`src/rtl/scp_pkg.sv`:
```
// Constants shared by the serial configuration port and its data path
package scp_pkg;
  // ----------------------------------------------------------------
  // Word and latch layout
  // ----------------------------------------------------------------
  localparam int WORD_W = 32;
  localparam int NUM_LATCH = 16;
  localparam int CTRL_W = 4;
  localparam logic [31:0] LATCH_RST = 32'h0000_0000;
  // Mode selection fields
  localparam int UART_BIT_POS = 28;
  localparam int SPI_SEL_LSB = 17;
  localparam int SPI_SEL_MSB = 19;
  localparam logic [2:0] SPI_SEL_CODE = 3'h7;
  localparam logic [3:0] MODE_LATCH = 4'h0;
  localparam logic [3:0] SPI_LATCH = 4'hF;
  // Readback setup latch and its source field
  localparam logic [3:0] RB_LATCH = 4'h7;
  localparam int RB_SRC_LSB = 4;
  localparam int RB_W = 16;
  localparam logic [1:0] RB_SRC_AFC = 2'h0;
  localparam logic [1:0] RB_SRC_ADC = 2'h1;
  // Sync word latch and field
  localparam logic [3:0] SYNC_LATCH = 4'hB;
  localparam int SYNC_LSB = 4;
  localparam int SYNC_W = 24;
  // ----------------------------------------------------------------
  // Clock dividers (half periods in 25 MHz cycles) and FIFO depth
  // ----------------------------------------------------------------
  localparam int DATA_HALF_DEF = 4;
  localparam int REF_HALF_DEF = 2;
  localparam int FIFO_DEPTH_DEF = 4;
endpackage

```
`src/rtl/scp_fifo.sv`:
```
// Small synchronous FIFO with valid/ready on both sides
`timescale 1ns/1ps
module scp_fifo #(
  parameter int WIDTH = 1,
  parameter int DEPTH = 4
) (
  // Clock and reset
  input wire logic clk,
  input wire logic rstn,
  // Fill side
  input wire logic [WIDTH-1:0] s_data,
  input wire logic s_valid,
  output logic s_ready,
  // Drain side
  output logic [WIDTH-1:0] m_data,
  output logic m_valid,
  input wire logic m_ready
);
  localparam int AW = (DEPTH > 1) ? $clog2(DEPTH) : 1;

  generate
    if (DEPTH < 2 || (DEPTH & (DEPTH - 1)) != 0)
    begin : g_bad_depth
      $error("scp_fifo depth must be a power of two, at least 2");
    end
  endgenerate

  logic [WIDTH-1:0] mem_r [DEPTH];
  logic [AW-1:0] wr_ptr_r;
  logic [AW-1:0] rd_ptr_r;
  logic [AW:0] count_r;
  logic [AW:0] count_nxt;
  logic push;
  logic pop;

  // Handshakes complete on registered flags
  assign push = s_valid & s_ready;
  assign pop = m_valid & m_ready;
  assign m_data = mem_r[rd_ptr_r];

  // Occupancy after this cycle
  always_comb
  begin
    count_nxt = count_r;
    if (push && !pop)
      count_nxt = count_r + 1'b1;
    else if (pop && !push)
      count_nxt = count_r - 1'b1;
  end

  // Storage
  always_ff @(posedge clk)
  begin
    if (push)
      mem_r[wr_ptr_r] <= s_data;
  end

  // Pointers, count and honest full/empty flags
  always_ff @(posedge clk or negedge rstn)
  begin
    if (!rstn)
    begin
      wr_ptr_r <= '0;
      rd_ptr_r <= '0;
      count_r <= '0;
      s_ready <= 1'b0;
      m_valid <= 1'b0;
    end
    else
    begin
      if (push)
        wr_ptr_r <= wr_ptr_r + 1'b1;
      if (pop)
        rd_ptr_r <= rd_ptr_r + 1'b1;
      count_r <= count_nxt;
      s_ready <= (count_nxt != (AW + 1)'(DEPTH));
      m_valid <= (count_nxt != '0);
    end
  end
endmodule

```
`src/rtl/scp_top.sv`:
```
// Serial configuration port with latch bank, readback and data mode pins
// Operation
// - Latch zero bit 28 selects UART mode
// - SPI needs UART bit and field seven
// - Data clock on divided output in UART/SPI
// - Chip enable low clears latches, shifters, dividers and sync; FIFO contents and tx_bit are kept
// - Load edge copies word to selected latch
// - Serial bit captured on serial clock rise
// - One readback bit per serial clock
// - Sync detect asserted on sync word match
// - Data I/O pin direction follows rx/tx mode, data clock pin direction follows UART mode
`timescale 1ns/1ps
module scp_top
  import scp_pkg::*;
#(
  parameter int DATA_HALF = scp_pkg::DATA_HALF_DEF,
  parameter int REF_HALF = scp_pkg::REF_HALF_DEF,
  parameter int FIFO_DEPTH = scp_pkg::FIFO_DEPTH_DEF
) (
  // Clock and reset
  input wire logic clk,
  input wire logic rstn,
  // Host serial port
  input wire logic chip_enable,
  input wire logic serial_clk,
  input wire logic config_serial_in,
  input wire logic latch_load_strobe,
  output logic readback_serial_out,
  // Radio side status and received bits
  input wire logic tx_mode,
  input wire logic [15:0] afc_value,
  input wire logic [6:0] adc_value,
  input wire logic rx_bit,
  input wire logic rx_valid,
  output logic rx_ready,
  output logic tx_bit,
  // Data pins
  output logic divided_ref_output,
  output logic data_clock_pin_o,
  output logic data_clock_pin_oe,
  input wire logic data_clock_pin_i,
  output logic data_io_pin_o,
  output logic data_io_pin_oe,
  input wire logic data_io_pin_i,
  output logic sync_detect,
  // Mode status
  output logic uart_mode,
  output logic spi_mode
);
  generate
    if (DATA_HALF < 1 || REF_HALF < 1 || DATA_HALF > 65535 || REF_HALF > 65535)
    begin : g_bad_div
      $error("scp_top divider half periods must be 1 to 65535");
    end
  endgenerate
  // ----------------------------------------------------------------
  // Host serial port
  // ----------------------------------------------------------------
  logic [WORD_W-1:0] shift_r;
  logic [WORD_W-1:0] latch_r [NUM_LATCH];
  logic sclk_d_r;
  logic load_d_r;
  logic sclk_rise;
  logic load_rise;
  logic [RB_W-1:0] rb_shift_r;
  logic [CTRL_W-1:0] sel;
  logic [RB_W-1:0] rb_src;
  assign sclk_rise = serial_clk & ~sclk_d_r;
  assign load_rise = latch_load_strobe & ~load_d_r;
  assign sel = shift_r[CTRL_W-1:0];
  // Edge history of host strobes
  always_ff @(posedge clk or negedge rstn)
  begin
    if (!rstn)
    begin
      sclk_d_r <= 1'b0;
      load_d_r <= 1'b0;
    end
    else
    begin
      sclk_d_r <= serial_clk;
      load_d_r <= latch_load_strobe;
    end
  end
  // Shift register, MSB first so select bits end up lowest
  always_ff @(posedge clk or negedge rstn)
  begin
    if (!rstn)
      shift_r <= LATCH_RST;
    else if (!chip_enable)
      shift_r <= LATCH_RST;
    else if (sclk_rise)
      shift_r <= {shift_r[WORD_W-2:0], config_serial_in};
  end
  // Latch bank, written on the load edge and cleared while chip enable is low
  generate
    for (genvar gi = 0; gi < NUM_LATCH; gi++)
    begin : g_latch
      always_ff @(posedge clk or negedge rstn)
      begin
        if (!rstn)
          latch_r[gi] <= LATCH_RST;
        else if (!chip_enable)
          latch_r[gi] <= LATCH_RST;
        else if (load_rise && sel == CTRL_W'(gi))
          latch_r[gi] <= shift_r;
      end
    end
  endgenerate
  // Readback source chosen by the word loaded into the readback latch
  always_comb
  begin
    unique case (shift_r[RB_SRC_LSB+1:RB_SRC_LSB])
      RB_SRC_AFC: rb_src = afc_value;
      RB_SRC_ADC: rb_src = {9'h0_00, adc_value};
      default: rb_src = {14'h0_000, spi_mode, uart_mode};
    endcase
  end
  // Readback shifter, one bit per serial clock rise
  always_ff @(posedge clk or negedge rstn)
  begin
    if (!rstn)
      rb_shift_r <= '0;
    else if (!chip_enable)
      rb_shift_r <= '0;
    else if (load_rise && sel == RB_LATCH)
      rb_shift_r <= rb_src;
    else if (sclk_rise)
      rb_shift_r <= {rb_shift_r[RB_W-2:0], 1'b0};
  end

  // Registered readback pin and mode flags
  always_ff @(posedge clk or negedge rstn)
  begin
    if (!rstn)
    begin
      readback_serial_out <= 1'b0;
      uart_mode <= 1'b0;
      spi_mode <= 1'b0;
    end
    else
    begin
      readback_serial_out <= rb_shift_r[RB_W-1];
      uart_mode <= latch_r[MODE_LATCH][UART_BIT_POS];
      spi_mode <= latch_r[MODE_LATCH][UART_BIT_POS]
        && latch_r[SPI_LATCH][SPI_SEL_MSB:SPI_SEL_LSB] == SPI_SEL_CODE;
    end
  end

  // ----------------------------------------------------------------
  // Clock dividers
  // ----------------------------------------------------------------
  logic [15:0] data_cnt_r;
  logic [15:0] ref_cnt_r;
  logic data_clk_r;
  logic ref_clk_r;
  logic data_fall;
  logic data_rise;
  assign data_fall = data_clk_r && data_cnt_r == 16'(DATA_HALF - 1);
  assign data_rise = !data_clk_r && data_cnt_r == 16'(DATA_HALF - 1);
  // Data clock and divided reference, both stopped while powered down
  always_ff @(posedge clk or negedge rstn)
  begin
    if (!rstn)
    begin
      data_cnt_r <= '0;
      ref_cnt_r <= '0;
      data_clk_r <= 1'b0;
      ref_clk_r <= 1'b0;
    end
    else if (!chip_enable)
    begin
      data_cnt_r <= '0;
      ref_cnt_r <= '0;
      data_clk_r <= 1'b0;
      ref_clk_r <= 1'b0;
    end
    else
    begin
      data_cnt_r <= (data_cnt_r == 16'(DATA_HALF - 1)) ? 16'h0000 : data_cnt_r + 16'h0001;
      ref_cnt_r <= (ref_cnt_r == 16'(REF_HALF - 1)) ? 16'h0000 : ref_cnt_r + 16'h0001;
      if (data_cnt_r == 16'(DATA_HALF - 1))
        data_clk_r <= ~data_clk_r;
      if (ref_cnt_r == 16'(REF_HALF - 1))
        ref_clk_r <= ~ref_clk_r;
    end
  end

  // Divided output carries data clock in UART/SPI mode
  always_ff @(posedge clk or negedge rstn)
  begin
    if (!rstn)
      divided_ref_output <= 1'b0;
    else
      divided_ref_output <= uart_mode ? data_clk_r : ref_clk_r;
  end

  // ----------------------------------------------------------------
  // Receive path through FIFO, sync search, transmit capture
  // ----------------------------------------------------------------
  logic fifo_bit;
  logic fifo_valid;
  logic fifo_pop;
  logic [SYNC_W-1:0] rx_hist_r;
  logic [SYNC_W-1:0] rx_hist_nxt;
  assign fifo_pop = data_fall & ~tx_mode & chip_enable;
  assign rx_hist_nxt = {rx_hist_r[SYNC_W-2:0], fifo_bit};
  scp_fifo #(
    .WIDTH(1),
    .DEPTH(FIFO_DEPTH)
  ) u_rx_fifo (
    .clk(clk),
    .rstn(rstn),
    .s_data(rx_bit),
    .s_valid(rx_valid & chip_enable),
    .s_ready(rx_ready),
    .m_data(fifo_bit),
    .m_valid(fifo_valid),
    .m_ready(fifo_pop)
  );

  // Received bit presented on falling data clock; sync word search
  always_ff @(posedge clk or negedge rstn)
  begin
    if (!rstn)
    begin
      data_io_pin_o <= 1'b0;
      rx_hist_r <= '0;
      sync_detect <= 1'b0;
    end
    else if (!chip_enable)
    begin
      data_io_pin_o <= 1'b0;
      rx_hist_r <= '0;
      sync_detect <= 1'b0;
    end
    else if (fifo_pop && fifo_valid)
    begin
      data_io_pin_o <= fifo_bit;
      rx_hist_r <= rx_hist_nxt;
      sync_detect <= (rx_hist_nxt == latch_r[SYNC_LATCH][SYNC_LSB+SYNC_W-1:SYNC_LSB]);
    end
  end

  // Pin directions and transmit bit sampling
  always_ff @(posedge clk or negedge rstn)
  begin
    if (!rstn)
    begin
      data_io_pin_oe <= 1'b0;
      data_clock_pin_oe <= 1'b0;
      data_clock_pin_o <= 1'b0;
      tx_bit <= 1'b0;
    end
    else
    begin
      data_io_pin_oe <= chip_enable & ~tx_mode;
      data_clock_pin_oe <= chip_enable & ~uart_mode;
      data_clock_pin_o <= data_clk_r;
      if (chip_enable && tx_mode && data_rise)
        tx_bit <= uart_mode ? data_clock_pin_i : data_io_pin_i;
    end
  end
endmodule

```
`config.mk`:
```
export PLATFORM = sky130hd
export DESIGN_NAME = scp_top
export DESIGN_NICKNAME = d
export VERILOG_FILES = /design/src/rtl/scp_pkg.sv /design/src/rtl/scp_fifo.sv /design/src/rtl/scp_top.sv
export SDC_FILE = /design/constraint.sdc
export NUM_CORES = 1
export LEC_CHECK = 0
export ABC_CLOCK_PERIOD_IN_PS = 2410
export BUFFER_PORTS_ARGS = -buffer_cell sky130_fd_sc_hd__buf_2
export CAP_MARGIN = 25
export CORE_UTILIZATION = 40
export DETAILED_ROUTE_END_ITERATION = 10
export GPL_TIMING_DRIVEN = 0
export HOLD_SLACK_MARGIN = 0.03
export SYNTH_ARGS = -nofsm -noshare
export SYNTH_HDL_FRONTEND = slang
export SYNTH_SLANG_ARGS = --single-unit
```
`constraint.sdc`:
```
create_clock -name clk -period 2.41 [get_ports clk]
set_input_delay 0.482 -clock clk [delete_from_list [all_inputs] [get_ports clk]]
set_output_delay 0.482 -clock clk [all_outputs]
set_load 0.02 [all_outputs]
```
# [Word-level counts from Yosys, hierarchy flattened]
# Memories as Yosys holds them, arrays and structs flattened.
# Index checks and enable logic that the tools add are counted.
[word_totals] ram_bits=4 inputBits=34 reg_bits=200 wordCells=116 output_inout_bits=11 mem_count=1
[op_classes] n_mux=32 n_addsub=6 reduce_logical=18 bitwise=15 n_eq_ne=17
[memory_table] memory="u_rx_fifo.mem_r" words=4 width=1 read_ports=1 rd_clocked_by_memory_dff=0 write_ports=1 line="scp_fifo.sv:28" source="logic [WIDTH-1:0] mem_r [DEPTH];"
[op_table] operator="$mux W29" count=4
[op_table] operator="$mux W16" count=7
[op_table] operator="$mux W28" count=2
[op_table] operator="$mux W23" count=2
[op_table] operator="$mux W20" count=2
[op_table] operator="$add A16 B1 Y16 const B" count=2
[op_table] operator="$pmux W16 S2" count=1
[op_table] operator="$eq A24 B24 Y1" count=1
[op_table] operator="$eq A16 B1 Y1 const B" count=1
[op_table] operator="$eq A16 B2 Y1 const B" count=1
[op_table] operator="$ne A2 B1 Y1 const B" count=7
[op_table] operator="$logic_and A1 B1 Y1" count=12
[op_table] operator="$mux W1" count=12
[op_table] operator="$and A1 B1 Y1" count=9
[op_table] operator="$eq A4 B4 Y1 const B" count=2
[op_table] operator="$mux W3" count=2
[op_table] operator="$not A1 Y1" count=6
[op_table] operator="$add A2 B1 Y2 const B" count=2
[op_table] operator="$eq A4 B3 Y1 const B" count=1
[op_table] operator="$logic_not A4 Y1" count=1
[op_table] operator="$add A3 B1 Y3 const B" count=1
[op_table] operator="$eq A3 B3 Y1 const B" count=1
[op_table] operator="$logic_not A1 Y1" count=3
[op_table] operator="$ne A3 B1 Y1 const B" count=1
[op_table] operator="other kinds (5)" count=5

# [Depth between registers and ports, before layout]
# Gate-level depths: netlist of run 1.
[logic_depth] word_depth=9 depth_mapped=8 depth_no_buf=6

# [Cells and area by module]
# A second synthesis of run 1 with hierarchy kept.
[unflattened] hier_cells=744 hier_area_um2=7170.6
[by_module_without_submodules] module="scp_top" seq_area_each_um2=3528.4 cells_per_inst=689 area_per_inst_um2=6487.5 instances=1
[by_module_without_submodules] module="scp_fifo" seq_area_each_um2=345.3 cells_per_inst=55 area_per_inst_um2=683.2 instances=1

# [Worst setup path after synthesis of run 1]
# Ideal clock, no wire load.
[synth_path] path_type="flip-flop to flip-flop" start="register data_cnt_r[0]" end="register u_rx_fifo.m_valid" arrival_time_ps=1638 n_path_buf=1 path_slack_ps=671 stages_incl_launch_ff=8 synth_period_minus_slack_ps=1739 setup_time_ps=101 path_cell_list="dfrtp_1 > ha_1 > nor4b_2 > and4_1 > buf_2 > and3_1 > or2_2 > o32ai_1"
[synth_via] elab_chain_cells=9 word_cells_on_any_way=11
[synth_lines] item="start, declared" line="scp_top.sv:153" source="logic [15:0] data_cnt_r;"
[synth_lines] item="start signal, assigned" line="scp_top.sv:180" source="data_cnt_r <= (data_cnt_r == 16'(DATA_HALF - 1)) ? 16'h0000 : data_cnt_r + 16'h0001;"
[synth_lines] item="$eq A16 B2 Y1 *" line="scp_top.sv:159" source="assign data_fall = data_clk_r && data_cnt_r == 16'(DATA_HALF - 1);"
[synth_lines] item="$logic_and A1 B1 Y1 *" line="scp_top.sv:159"
[synth_lines] item="$and A1 B1 Y1 * (2 in a row)" line="scp_top.sv:206" source="assign fifo_pop = data_fall & ~tx_mode & chip_enable;"
[synth_lines] item="$and A1 B1 Y1 *" line="scp_fifo.sv:38" source="assign pop = m_valid & m_ready;"
[synth_lines] item="$logic_and A1 B1 Y1 / $logic_not A1 Y1 (equally long branches)" line="scp_fifo.sv:47, scp_fifo.sv:45"
[synth_lines] item="$mux W3 / $logic_and A1 B1 Y1 (equally long branches)" line="scp_fifo.sv:47, scp_fifo.sv:45"
[synth_lines] item="$mux W3 *" line="scp_fifo.sv:45" source="if (push && !pop)"
[synth_lines] item="$reduce_bool A3 Y1 *" line="scp_fifo.sv:77" source="m_valid <= (count_nxt != '0);"
[synth_lines] item="end signal, assigned" line="scp_fifo.sv:77"
[synth_lines] item="end, declared" line="scp_fifo.sv:16" source="output logic m_valid,"
# Mark *: on every way between the ends. The rest lies on a longest branch, timed or not.
# A chain may end at the register's enable or synchronous reset.

# [Final worst setup path of run 1]
[layout_path] start="register data_cnt_r[0]" end="register u_rx_fifo.s_ready"
[layout_via] elab_chain_cells=9 word_cells_on_any_way=11
[layout_lines] item="$eq A16 B2 Y1 *" line="scp_top.sv:159"
[layout_lines] item="$logic_and A1 B1 Y1 *" line="scp_top.sv:159"
[layout_lines] item="$and A1 B1 Y1 * (2 in a row)" line="scp_top.sv:206"
[layout_lines] item="$and A1 B1 Y1 *" line="scp_fifo.sv:38"
[layout_lines] item="$logic_and A1 B1 Y1 / $logic_not A1 Y1 (equally long branches)" line="scp_fifo.sv:47, scp_fifo.sv:45"
[layout_lines] item="$mux W3 / $logic_and A1 B1 Y1 (equally long branches)" line="scp_fifo.sv:47, scp_fifo.sv:45"
[layout_lines] item="$mux W3 *" line="scp_fifo.sv:45"
[layout_lines] item="$ne A3 B3 Y1 *" line="scp_fifo.sv:76" source="s_ready <= (count_nxt != (AW + 1)'(DEPTH));"
[layout_lines] item="end signal, assigned" line="scp_fifo.sv:76"
[layout_lines] item="end, declared" line="scp_fifo.sv:13" source="output logic s_ready,"
# Marks and branches as above.

==> implementation parameters, run 1 <==
Parameter                              Value

Synthesis
  Post-synthesis async set-or-reset flop share    0.974
  Share of the yosys chip area belonging to registers    0.549
  Summed instance area of the synthesized netlist    7060 um2
  Ys Warns    0
  Register bit total from synthesis    154
  Post-synthesis cell type count    47
  Per-instance average area after synthesis    a little under 10 um2
  Gate Count Post-Synth    between 700 and 800
  Dominant synthesized flop cell    sky130_fd_sc_hd__dfrtp_1
  Cell type with the largest total area after synthesis    sky130_fd_sc_hd__dfrtp_1
  Area share of the largest cell type after synthesis    0.532
  Number of enable-type register cells in the synthesized netlist    4
  Synth area leaders    sky130_fd_sc_hd__dfrtp_1, sky130_fd_sc_hd__nand2_1, sky130_fd_sc_hd__mux2i_1
  Syn Nets    758

STA
  Unrepaired setup endpoints after global routing    no
  Setup slack of the critical path after layout    a little under 0.3 ns
  Share of the clock period used by the worst path    0.877
  Fin Clk Skew    0.00915 ns
  Top achievable clock speed    473 MHz
  Min Tclk post-route    approximately 2.1 ns
  Relative max-transition margin    0.583
  Final hold violations    0
  Pin slew with the least headroom to its limit    0.621 ns
  Number of failing setup endpoints in the final timing report    0
  Final hold slack    0.0266 ns
  Final number of max-transition violations    0

CTS
  CTS Root Buffer Type    sky130_fd_sc_hd__clkbuf_16
  Clk_lat worst skew    between 0.4 and 0.5 ns
  Clock transition at path regs    0.06 ns
  Post-CTS Setup Bufs    0
  CTS sink count    154
  Number of clock buffers inserted by TritonCTS    17
  Longest Clk Path Bufs    2
  Clock tree from TritonCTS    done
  Number of hold buffers added after cts    0
  Number of gates resized after cts    0
  Deepest level of the CTS H-tree    4

GRT
  Gr ovfl total    0
  Met1 demand-to-capacity share in global routing    0.238
  Global-route wire length before repair    25.4 mm
  Met2 Resource Use GR    0.285
  Pin count of the biggest net entering global routing    91
  Global-route track usage on met3    0.0420
  Aggregate global-route resource usage    0.178
  Via count of the first global-routing pass    between 5,000 and 6,000
  Antenna violations before repair    0
  Busiest grt layer    met2

Die
  IO Count    45
  Horizontal die dimension    135 um
  Std-Cell Rows    48
  Core Region    17,300 um2
  Die area    18,200 um2
  Starting Density    0.408
  Vertical die dimension    135 um

Placement
  Placed wire-length estimate after detailed placement    around 10 mm
  DP Worst Slack    0.198 ns
  Count of buffers from port buffering    44
  Placer congestion estimate    roughly 0.8

Critical path
  Instance count on the critical path    7
  Startpoint class of the critical path    flip-flop
  Critical Path End Type    flip-flop
  Highest net fanout along the worst path    10
  CP cell instances    ha_1, nor4b_2, nand4_2, nor2_2, buf_2, nor4_1, o31ai_1
  Crit path max-delay family    simple AND/OR/NAND/NOR gates
  Biggest cell delay along the critical path    between 0.3 and 0.4 ns
  Number of buffer and inverter stages on the critical path    1
  Length in cells of the worst reg-to-reg path    7
  Data arrival, critical path    2.42 ns
  CP max-delay cell    sky130_fd_sc_hd__dfrtp_1
  Category of the critical setup timing path    reg2reg
  Worst endpoint required time    2.72 ns

Pwr
  Worst voltage drop across the vdd grid    0.522 mV
  Pwr/cell area    706 nW/um2
  Static leakage    3.62 nW

Drt
  DRC violations left    0
  Via count normalized by instance count    slightly above 5
  Detailed-route via count    5,184
  Number of detailed-route iterations in the first pass    4
  Total wirelength of the detailed-routed design    approximately 15 mm
  Number of nets with antenna violations after detailed routing    0
  DRC marker count from the first detailed-route iteration    322
  Average wire length per cell after detail routing    about 15 um

Final layout
  Combined flip-flop and latch cell area    3870 um2
  Antenna diodes    0
  Layout cell share with drive strength beyond 1    0.116
  Final-stage net count    ~820
  Post-route core utilization    0.469
  Signed area change from the synthesized netlist to the final layout    14.9%
  Area of combinational cells with multiple inputs    3000 um2
  Layout filler cell count    1,660

Min path
  Worst Hold Class    in2async

Flow run
  Max-cap check violation count    0

Status
  Result of the run    finished, final reports clean
[flip-flops by register name, summed over array words and instances, names as in the netlist, 2 cells and up]
| register | flops |
|---|---|
| u_rx_fifo.mem_r | 4 |
| rx_hist_r | 22 |
| u_rx_fifo.rd_ptr_r | 2 |
| shift_r | 29 |
| u_rx_fifo.count_r | 3 |
| u_rx_fifo.wr_ptr_r | 2 |
| data_cnt_r | 16 |
| rb_shift_r | 16 |
| ref_cnt_r | 16 |
| latch_r | 28 |
[Yosys cell counts, drive strengths merged, types with 2 or more instances]
master and number:
nand2 152, dfrtp 150, nor2 79, a21oi 43
mux2i 36, xor2 33, clkbuf 28, nand3 26
xnor2 24, o21ai 22, and3 17, nor4 11
a21boi 10, buf 10, a311oi 9, ha 9
nand4 9, inv 8, nor3 7, and2 5
edfxtp 4, and4 2, and4b 2, nand3b 2
nor2b 2, nor4b 2, o211ai 2, o32ai 2
[worst reg2reg max path, stage by stage, from the launching register on]
cell and delay, ns:
sky130_fd_sc_hd__dfrtp_1 0.38, sky130_fd_sc_hd__ha_1 0.25, sky130_fd_sc_hd__nor4b_2 0.29, sky130_fd_sc_hd__nand4_2 0.25, sky130_fd_sc_hd__nor2_2 0.21, sky130_fd_sc_hd__buf_2 0.24, sky130_fd_sc_hd__nor4_1 0.10, sky130_fd_sc_hd__o31ai_1 0.28
[worst paths after layout]
kind | end | slack (ns) | from
worst max register to register | u_rx_fifo.s_ready | 0.30 | data_cnt_r[0]
worst min register to register | readback_serial_out | 0.39 | rb_shift_r[15]
min in group clk | load_d_r | 0.20 | latch_load_strobe
max in group asynchronous | ref_cnt_r[5] | 1.55 | rstn
worst max-delay path | u_rx_fifo.s_ready | 0.30 | data_cnt_r[0]
worst min-delay path | rb_shift_r[12] | 0.03 | rstn
[area by class of cell]
cell class | instances | share of cell area
sequential | 154 | 0.477
multi-input combinational | 515 | 0.369
clock buffer | 27 | 0.0620
tap | 225 | 0.0347
timing repair buffer | 45 | 0.0313
buffer | 38 | 0.0199
inverter | 8 | 0.00370
clock inverter | 3 | 0.00185
[through the flow]
| stage | total power, mW | std cells | instance area (um2) | TNS, ns |
|---|---|---|---|---|
| finish | 5.73 | 1015 | 8120 | 0 |
| global route | 5.99 | 1015 | 8120 | 0 |
| global placement | 3.35 | 984 | 7560 | -190.52 |
| detailed placement | 3.38 | 985 | 7600 | 0 |
| floorplan | 3.17 | 715 | 7060 | 0 |
| CTS | 5.79 | 1015 | 8120 | 0 |
[metal layers]
layer | vias up | share of wire
li1 | 2536 | -
met1 | 2527 | 0.47
met2 | 105 | 0.47
met3 | 16 | 0.046
met4 | 0 | 0.013
met5 | - | 0
[cell families (layout without fill, tap and decap cells)]
logic type,Yosys count,in the layout,synth area share
and+or+nand+nor,320,320,0.205
DFF,154,154,0.549
AOI/OAI and AO/OA,91,91,0.0769
xor gates and xnor gates,57,57,0.0707
buffers and inverters,46,121,0.0271
muxes,38,38,0.0558
adders and majority gates,9,9,0.0159
[power by group]
| part | switching [mW] | leakage (nW) | internal [mW] |
|---|---|---|---|
| clock network | 0.981 | 0.257 | 1.41 |
| registers | 0.0890 | 2.10 | 2.70 |
| logic | 0.341 | 1.26 | 0.208 |
[cell usage in the layout, fill, tap and decap left out, drive strengths merged, types with 3 or more instances in the layout]
cell type / netlist / routed
o21ai: 22 / 22
nor3: 7 / 7
buf: 10 / 55
a311oi: 9 / 9
nor4: 11 / 11
mux2i: 36 / 36
clkinv: 0 / 3
nand2: 152 / 152
clkbuf: 28 / 55
xor2: 33 / 33
and3: 17 / 17
and2: 5 / 5
nor2: 79 / 79
ha: 9 / 9
a21boi: 10 / 10
nand4: 9 / 9
xnor2: 24 / 24
dfrtp: 150 / 150
edfxtp: 4 / 4
inv: 8 / 8
nand3: 26 / 26
a21oi: 43 / 43
Power figures use the tool's default switching activity.
==> inputs of run 2 (changes only) <==
--- a/config.mk
+++ b/config.mk
@@ -14,4 +14,5 @@
 export HOLD_SLACK_MARGIN = 0.03
 export SYNTH_ARGS = -nofsm -noshare
 export SYNTH_HDL_FRONTEND = slang
+export SYNTH_HIERARCHICAL = 1
 export SYNTH_SLANG_ARGS = --single-unit
==> run 2 against run 1 <==
Sequential power hardly changed. Sequential share of layout area is 1.5 points lower. Clock power is 13% higher. Final cell count is 3.6% higher. Critical path depth is 3 higher. Utilization is 1.2 points higher. Clock skew is 0.0039 ns higher. Largest power group unchanged.
==> implementation parameters, run 2 <==
Parameter                              Value

GRT
  Gr ovfl total    0 (unchanged)
  Via count of the first global-routing pass    5,273 (+1.8%)
  Global-route wire length before repair    26.5 mm (+4.2%)
  Antenna violations before repair    0 (unchanged)
  Aggregate global-route resource usage    0.184 (+0.00648)
  Pin count of the biggest net entering global routing    92 (+1.1%)

Synthesis
  Register bit total from synthesis    154 (unchanged)
  Commonest cells in the netlist    sky130_fd_sc_hd__nand2_1, sky130_fd_sc_hd__dfrtp_1, sky130_fd_sc_hd__a21oi_1, sky130_fd_sc_hd__nor2_1, sky130_fd_sc_hd__xor2_1
  Most common cell in the synthesized netlist    sky130_fd_sc_hd__nand2_1
  Cell type with the largest total area after synthesis    sky130_fd_sc_hd__dfrtp_1
  Syn Nets    787 (+3.8%)
  Post-synthesis async set-or-reset flop share    0.974 (unchanged)
  Summed instance area of the synthesized netlist    7170 um2 (+1.5%)
  Synth area leaders    sky130_fd_sc_hd__dfrtp_1, sky130_fd_sc_hd__nand2_1, sky130_fd_sc_hd__a21oi_1
  Per-instance average area after synthesis    9.64 um2 (-2.4%)
  Dominant synthesized flop cell    sky130_fd_sc_hd__dfrtp_1
  Ys Warns    6 (+6)
  Number of enable-type register cells in the synthesized netlist    4 (unchanged)
  Post-synthesis cell type count    51 (+8.5%)
  Gate Count Post-Synth    744 (+4.1%)
  Area share of the largest cell type after synthesis    0.523 (-0.00807)
  Share of the yosys chip area belonging to registers    0.540 (-0.00833)

Final layout
  Most common cell after layout, fill and taps aside    sky130_fd_sc_hd__nand2_1
  Layout filler cell count    1,672 (+0.72%)
  Final-stage net count    857 (+4.3%)
  Combined flip-flop and latch cell area    3870 um2 (about the same)
  Layout cell share with drive strength beyond 1    0.132 (+0.0153)
  Top register by number of flip-flops    shift_r
  Area of combinational cells with multiple inputs    3090 um2 (+3.0%)
  Number of flip-flops in the largest register    29 (unchanged)
  Leading cell types in the layout, fill and taps excluded    sky130_fd_sc_hd__nand2_1, sky130_fd_sc_hd__dfrtp_1, sky130_fd_sc_hd__a21oi_1
  Largest registers    shift_r x29, latch_r x28, rx_hist_r x23
  Signed area change from the synthesized netlist to the final layout    16.9%
  Antenna diodes    0 (unchanged)

CTS
  Clock tree from TritonCTS    done
  Number of clock buffers inserted by TritonCTS    17 (unchanged)
  Longest Clk Path Bufs    2 (unchanged)
  Deepest level of the CTS H-tree    4 (unchanged)
  Clock transition at path regs    0.06 ns (about the same)
  Number of hold buffers added after cts    0 (unchanged)
  Clk_lat worst skew    0.43 ns (about the same)
  CTS Root Buffer Type    sky130_fd_sc_hd__clkbuf_16
  CTS sink count    154 (unchanged)

Min path
  Worst Hold Class    in2async

Pwr
  Final Total Pwr    6.13 mW (+7.0%)
  Switching Share    0.257 (+0.0107)
  Static leakage    3.67 nW (+1.5%)
  Combinational fraction of design power    0.104 (+0.008)
  Switch Pwr    1.57 mW (+12%)
  Sequential cell fraction of total power    0.455 (-0.032)
  Clock power frac    0.441 (+0.024)
  Internal power contribution    4.55 mW (+5.4%)
  Pwr/cell area    731 nW/um2 (+3.5%)
  Worst voltage drop across the vdd grid    0.427 mV (-18%)

Die
  Starting Density    0.412 (+0.00343)
  Die area    18,500 um2 (+1.5%)
  Horizontal die dimension    136 um (+0.76%)
  Core Region    17,400 um2 (+0.69%)
  Std-Cell Rows    48 (unchanged)
  IO Count    45 (unchanged)
  Vertical die dimension    136 um (+0.76%)

Drt
  Routed length on met2    7.30 mm (+5.9%)
  DRC violations left    0 (unchanged)
  DRC marker count from the first detailed-route iteration    392 (+22%)
  Number of detailed-route iterations in the first pass    4 (unchanged)
  Total wirelength of the detailed-routed design    16.0 mm (+8.2%)
  Post-route met1 wirelength    7.88 mm (+13%)
  Top sig layer    met4
  Detailed-route via count    5,574 (+7.5%)
  Number of nets with antenna violations after detailed routing    0 (unchanged)
  Total length of routed met3 wires    579 um (-14%)
  Average wire length per cell after detail routing    15.2 um (+4.4%)
  Via count normalized by instance count    5.30 (+3.7%)

STA
  Final hold slack    0.0238 ns (-0.00281 ns)
  Number of failing setup endpoints in the final timing report    0 (unchanged)
  Min Tclk post-route    2.32 ns (+0.204 ns)
  Share of the clock period used by the worst path    0.962 (+0.0847)
  Fin Clk Skew    0.0131 ns (+0.00390 ns)
  Final hold violations    0 (unchanged)
  Pin slew with the least headroom to its limit    0.681 ns (+0.0592 ns)
  Top achievable clock speed    431 MHz (-8.8%)
  Final number of max-transition violations    0 (unchanged)
  Relative max-transition margin    0.546 (-0.0363)

Placement
  Placer congestion estimate    0.805 (+2.5%)
  Placed wire-length estimate after detailed placement    10.8 mm (+6.1%)
  Count of buffers from port buffering    44 (unchanged)

Critical path
  Worst endpoint required time    2.72 ns (about the same)
  Data arrival, critical path    2.62 ns (+0.20 ns)
  Highest net fanout along the worst path    10 (unchanged)
  Critical Path End Type    flip-flop
  Startpoint class of the critical path    flip-flop
  Category of the critical setup timing path    reg2reg

Flow run
  Max-cap check violation count    0 (unchanged)

Status
  Result of the run    finished, final reports clean
==> run 2: cell types whose count changed after synthesis, sizes merged, moves of 7 or more <==
| cell | delta |
|---|---|
| xnor2 | -11 |
| a21boi | -9 |
| and3 | -11 |
| nand3 | -12 |
| mux2i | -22 |
| nand4 | +26 |
| o21ai | +9 |
| or3 | +7 |
| nor2 | -34 |
| a21oi | +53 |
| clkbuf | +9 |
==> run 2: path summary, 6_finish.rpt <==
kind	cells after the start	endpoint	from	slack [ns]
worst min-delay path	1	rb_shift_r[6]	rstn	0.02
min in group clk	1	sclk_d_r	serial_clk	0.18
worst min register to register	0	readback_serial_out	rb_shift_r[15]	0.39
worst max-delay path	10	u_rx_fifo/s_ready	data_cnt_r[1]	0.09
max in group asynchronous	2	data_cnt_r[0]	rstn	1.48
worst max register to register	10	u_rx_fifo/s_ready	data_cnt_r[1]	0.09
==> run 2: cell type report <==
cell class | count | share of cell area
Sequential cell | 154 | 0.462
Clock inverter | 13 | 0.0169
Multi-Input combinational cell | 534 | 0.368
Inverter | 10 | 0.00448
Tap cell | 225 | 0.0336
Buffer | 45 | 0.0230
Timing Repair Buffer | 52 | 0.0366
Clock buffer | 19 | 0.0554
==> run 2: metal layers <==
| metal | global-route usage | vias to the layer above |
|---|---|---|
| li1 | - | 2748 |
| met1 | 0.261 | 2701 |
| met2 | 0.278 | 106 |
| met3 | 0.0433 | 19 |
| met4 | 0.0599 | 0 |
| met5 | 0 | - |
==> run 2: cell families (layout without fill, tap and decap cells) <==
group | after synthesis | count (layout) | synth area share
and+or+nand+nor | 302 | 302 | 0.203
AOI/OAI and AO/OA | 155 | 155 | 0.121
DFF | 154 | 154 | 0.540
buffers and inverters | 56 | 139 | 0.0321
xor gates and xnor gates | 51 | 51 | 0.0623
muxes | 17 | 17 | 0.0258
adders and majority gates | 9 | 9 | 0.0157
==> run 2: power groups by stage <==
stage / Clock, mW / Sequential [mW] / Combinational (mW)
2_1_floorplan: 0 / 2.84 / 0.382
3_3_place_gp: 0 / 2.83 / 0.619
3_5_place_dp: 0 / 2.83 / 0.632
4_1_cts: 2.75 / 2.78 / 0.637
5_1_grt: 2.87 / 2.80 / 0.728
6_report: 2.70 / 2.79 / 0.640
==> run 2: stage by stage <==
step	util	area, um2	std cells	TNS, ns	setup slack, ns
4_1_cts	0.477	8320	1045	0	0.0475
3_5_place_dp	0.442	7710	1014	-0.374	-0.153
3_3_place_gp	0.441	7670	1013	-215.23	-1.44
6_report	0.481	8380	1052	0	0.0918
5_1_grt	0.481	8380	1052	-0.000190	-0.000190
2_1_floorplan	-	7170	744	0	0.0530
==> run 2: timing repair <==
item                       4_1_cts  5_1_grt
resized for setup                2        5
setup endpoints to repair        4        2
cloned                           0        0
setup buffers                    0        7
pin swaps                        0        2
==> run 2: critical path, stage by stage (launching register included) <==
cell	delay (ns)
sky130_fd_sc_hd__dfrtp_1	0.42
sky130_fd_sc_hd__ha_4	0.20
sky130_fd_sc_hd__nor4b_2	0.16
sky130_fd_sc_hd__and4_1	0.22
sky130_fd_sc_hd__buf_6	0.14
sky130_fd_sc_hd__and2_1	0.16
sky130_fd_sc_hd__and2_4	0.14
sky130_fd_sc_hd__buf_6	0.13
sky130_fd_sc_hd__or4_4	0.47
sky130_fd_sc_hd__o211ai_2	0.08
sky130_fd_sc_hd__nand2_1	0.07
==> inputs of run 3 (changes only) <==
--- a/config.mk
+++ b/config.mk
@@ -12,6 +12,7 @@
 export DETAILED_ROUTE_END_ITERATION = 10
 export GPL_TIMING_DRIVEN = 0
 export HOLD_SLACK_MARGIN = 0.03
+export SETUP_SLACK_MARGIN = 0.15
 export SYNTH_ARGS = -nofsm -noshare
 export SYNTH_HDL_FRONTEND = slang
 export SYNTH_HIERARCHICAL = 1
==> run 3 against run 2 <==
Sequential power hardly changed. Clock skew is 0.0065 ns lower. Clock power is essentially flat. Critical path depth increased by 1. Non-clock buffer count rose by 3. Via count down 0.93%. Final cell count increased by 0.29%. Fmax grew 3.5%. Die area unchanged. Largest power group unchanged.
==> implementation parameters, run 3 (synthesis results as in run 2) <==
Parameter                              Value

GRT
  Antenna violations before repair    0 (unchanged)
  Aggregate global-route resource usage    0.188 (+0.00344)
  Pin count of the biggest net entering global routing    84 (-8.7%)
  Gr ovfl total    0 (unchanged)
  Global-route wire length before repair    26.8 mm (+1.4%)
  Via count of the first global-routing pass    5,273 (unchanged)

Critical path
  CP cell instances    ha_4, nor4b_4, and4_1, buf_6, buf_8, and2_4, and2_4, buf_6, or4_4, o211ai_4, nand2_1
  Highest net fanout along the worst path    4 (-6)
  CP max-delay cell    sky130_fd_sc_hd__or4_4
  Worst endpoint required time    2.72 ns (about the same)
  Critical Path End Type    flip-flop
  Crit path max-delay family    simple AND/OR/NAND/NOR gates
  Data arrival, critical path    2.55 ns (-0.07 ns)
  Category of the critical setup timing path    reg2reg
  Number of buffer and inverter stages on the critical path    3 (+1)
  Startpoint class of the critical path    flip-flop
  Biggest cell delay along the critical path    0.49 ns (+0.02 ns)

Drt
  Average wire length per cell after detail routing    15.2 um (+0.18%)
  Number of detailed-route iterations in the first pass    4 (unchanged)
  DRC marker count from the first detailed-route iteration    349 (-11%)
  Total wirelength of the detailed-routed design    16.0 mm (+0.46%)
  Number of nets with antenna violations after detailed routing    0 (unchanged)
  Detailed-route via count    5,522 (-0.93%)
  Via count normalized by instance count    5.23 (-1.2%)
  DRC violations left    0 (unchanged)

Status
  Result of the run    finished, final reports clean

Die
  Starting Density    0.412 (unchanged)
  Die area    18,500 um2 (unchanged)
  Std-Cell Rows    48 (unchanged)
  Vertical die dimension    136 um (unchanged)
  IO Count    45 (unchanged)
  Horizontal die dimension    136 um (unchanged)
  Core Region    17,400 um2 (unchanged)

Placement
  Count of buffers from port buffering    44 (unchanged)
  Placer congestion estimate    0.828 (+2.9%)
  Post-DP Area    7720 um2 (+0.16%)
  Placed wire-length estimate after detailed placement    11.0 mm (+1.4%)

CTS
  Number of hold buffers added after cts    0 (unchanged)
  Deepest level of the CTS H-tree    4 (unchanged)
  Longest Clk Path Bufs    2 (unchanged)
  Clock tree from TritonCTS    done
  CTS sink count    154 (unchanged)
  Clock transition at path regs    0.06 ns (about the same)
  Number of clock buffers inserted by TritonCTS    17 (unchanged)
  Clk_lat worst skew    0.43 ns (about the same)
  CTS Root Buffer Type    sky130_fd_sc_hd__clkbuf_16

Pwr
  Static leakage    3.70 nW (+0.87%)
  Pwr/cell area    730 nW/um2 (-0.14%)
  Worst voltage drop across the vdd grid    0.464 mV (+8.7%)

STA
  Min Tclk post-route    2.24 ns (-0.0779 ns)
  Relative max-transition margin    0.569 (+0.0227)
  Number of failing setup endpoints in the final timing report    0 (unchanged)
  Fin Clk Skew    0.00659 ns (-0.00646 ns)
  Top achievable clock speed    446 MHz (+3.5%)
  Setup TNS    0 ns (unchanged)
  Share of the clock period used by the worst path    0.930 (-0.0323)
  Final hold violations    0 (unchanged)
  Unrepaired setup endpoints after global routing    yes
  Pin slew with the least headroom to its limit    0.647 ns (-0.0341 ns)
  Final number of max-transition violations    0 (unchanged)

Final layout
  Top register by number of flip-flops    shift_r
  Layout filler cell count    1,646 (-1.6%)
  Antenna diodes    0 (unchanged)
  Layout cell share with drive strength beyond 1    0.135 (+0.00314)
  Signed area change from the synthesized netlist to the final layout    18.0%
  Largest registers    shift_r x29, latch_r x28, rx_hist_r x23
  Leading cell types in the layout, fill and taps excluded    sky130_fd_sc_hd__nand2_1, sky130_fd_sc_hd__dfrtp_1, sky130_fd_sc_hd__a21oi_1
  Post-route cell area    8460 um2 (+0.90%)
  Most common cell after layout, fill and taps aside    sky130_fd_sc_hd__nand2_1
  Final-stage net count    860 (+0.35%)
  Number of flip-flops in the largest register    29 (unchanged)

Flow run
  Max-cap check violation count    0 (unchanged)

Min path
  Worst Hold Class    in2async
run 3: what timing repair did:
action | 4_1_cts | 5_1_grt
cloned | 0 | 0
gates resized for setup | 7 | 4
pin swaps | 2 | 1
setup endpoints to repair | 4 | 3
endpoints found under the hold margin | 0 | 0
setup buffers | 7 | 2
run 3: layer usage:
layer,routed length [um],GRT usage,up-vias,part of all wire
met5,0,0,-,0
met4,197,0.0667,0,0.012
met3,549,0.0391,15,0.034
met2,7260,0.283,83,0.45
met1,8040,0.267,2678,0.50
li1,-,-,2746,-
run 3: area by class of cell:
class                   count  area [um2]  area share
clock buffers              23         499      0.0590
multi-input cells         534        3130       0.370
well taps                 225         282      0.0333
plain buffers              46         208      0.0246
repair buffers             54         322      0.0380
flip-flops and latches    154        3870       0.458
clock inverters             9         111      0.0132
inverters                  10        37.5     0.00444
run 3: where the power goes:
part	total, mW	switching [mW]	internal, mW
Sequential	2.79	0.0911	2.70
Clock	2.73	1.06	1.67
Combinational	0.658	0.408	0.249
Total	6.17	1.56	4.62
run 3: worst paths after layout:
check | slack, ns | end | from | cells after the start
max | 0.17 | u_rx_fifo/s_ready | data_cnt_r[0] | 11
min in group clk | 0.19 | sclk_d_r | serial_clk | 1
min | 0.04 | rb_shift_r[7] | rstn | 1
max reg2reg | 0.17 | u_rx_fifo/s_ready | data_cnt_r[0] | 11
max in group asynchronous | 1.54 | rx_hist_r[9] | rstn | 2
min reg2reg | 0.39 | readback_serial_out | rb_shift_r[15] | 0
run 3: per-stage QoR:
step / hold WS (ns) / instances / setup WS [ns] / power [mW] / utilization
final: 0.0448 / 1055 / 0.170 / 6.17 / 0.486
after detailed placement: 0.372 / 1014 / -0.198 / 3.47 / 0.443
after global placement: 0.374 / 1013 / -1.45 / 3.45 / 0.441
after CTS: 0.0753 / 1053 / 0.165 / 6.22 / 0.483
after global routing: 0.0856 / 1055 / 0.101 / 6.43 / 0.486
after floorplan: 0.186 / 744 / 0.165 / 3.23 / -
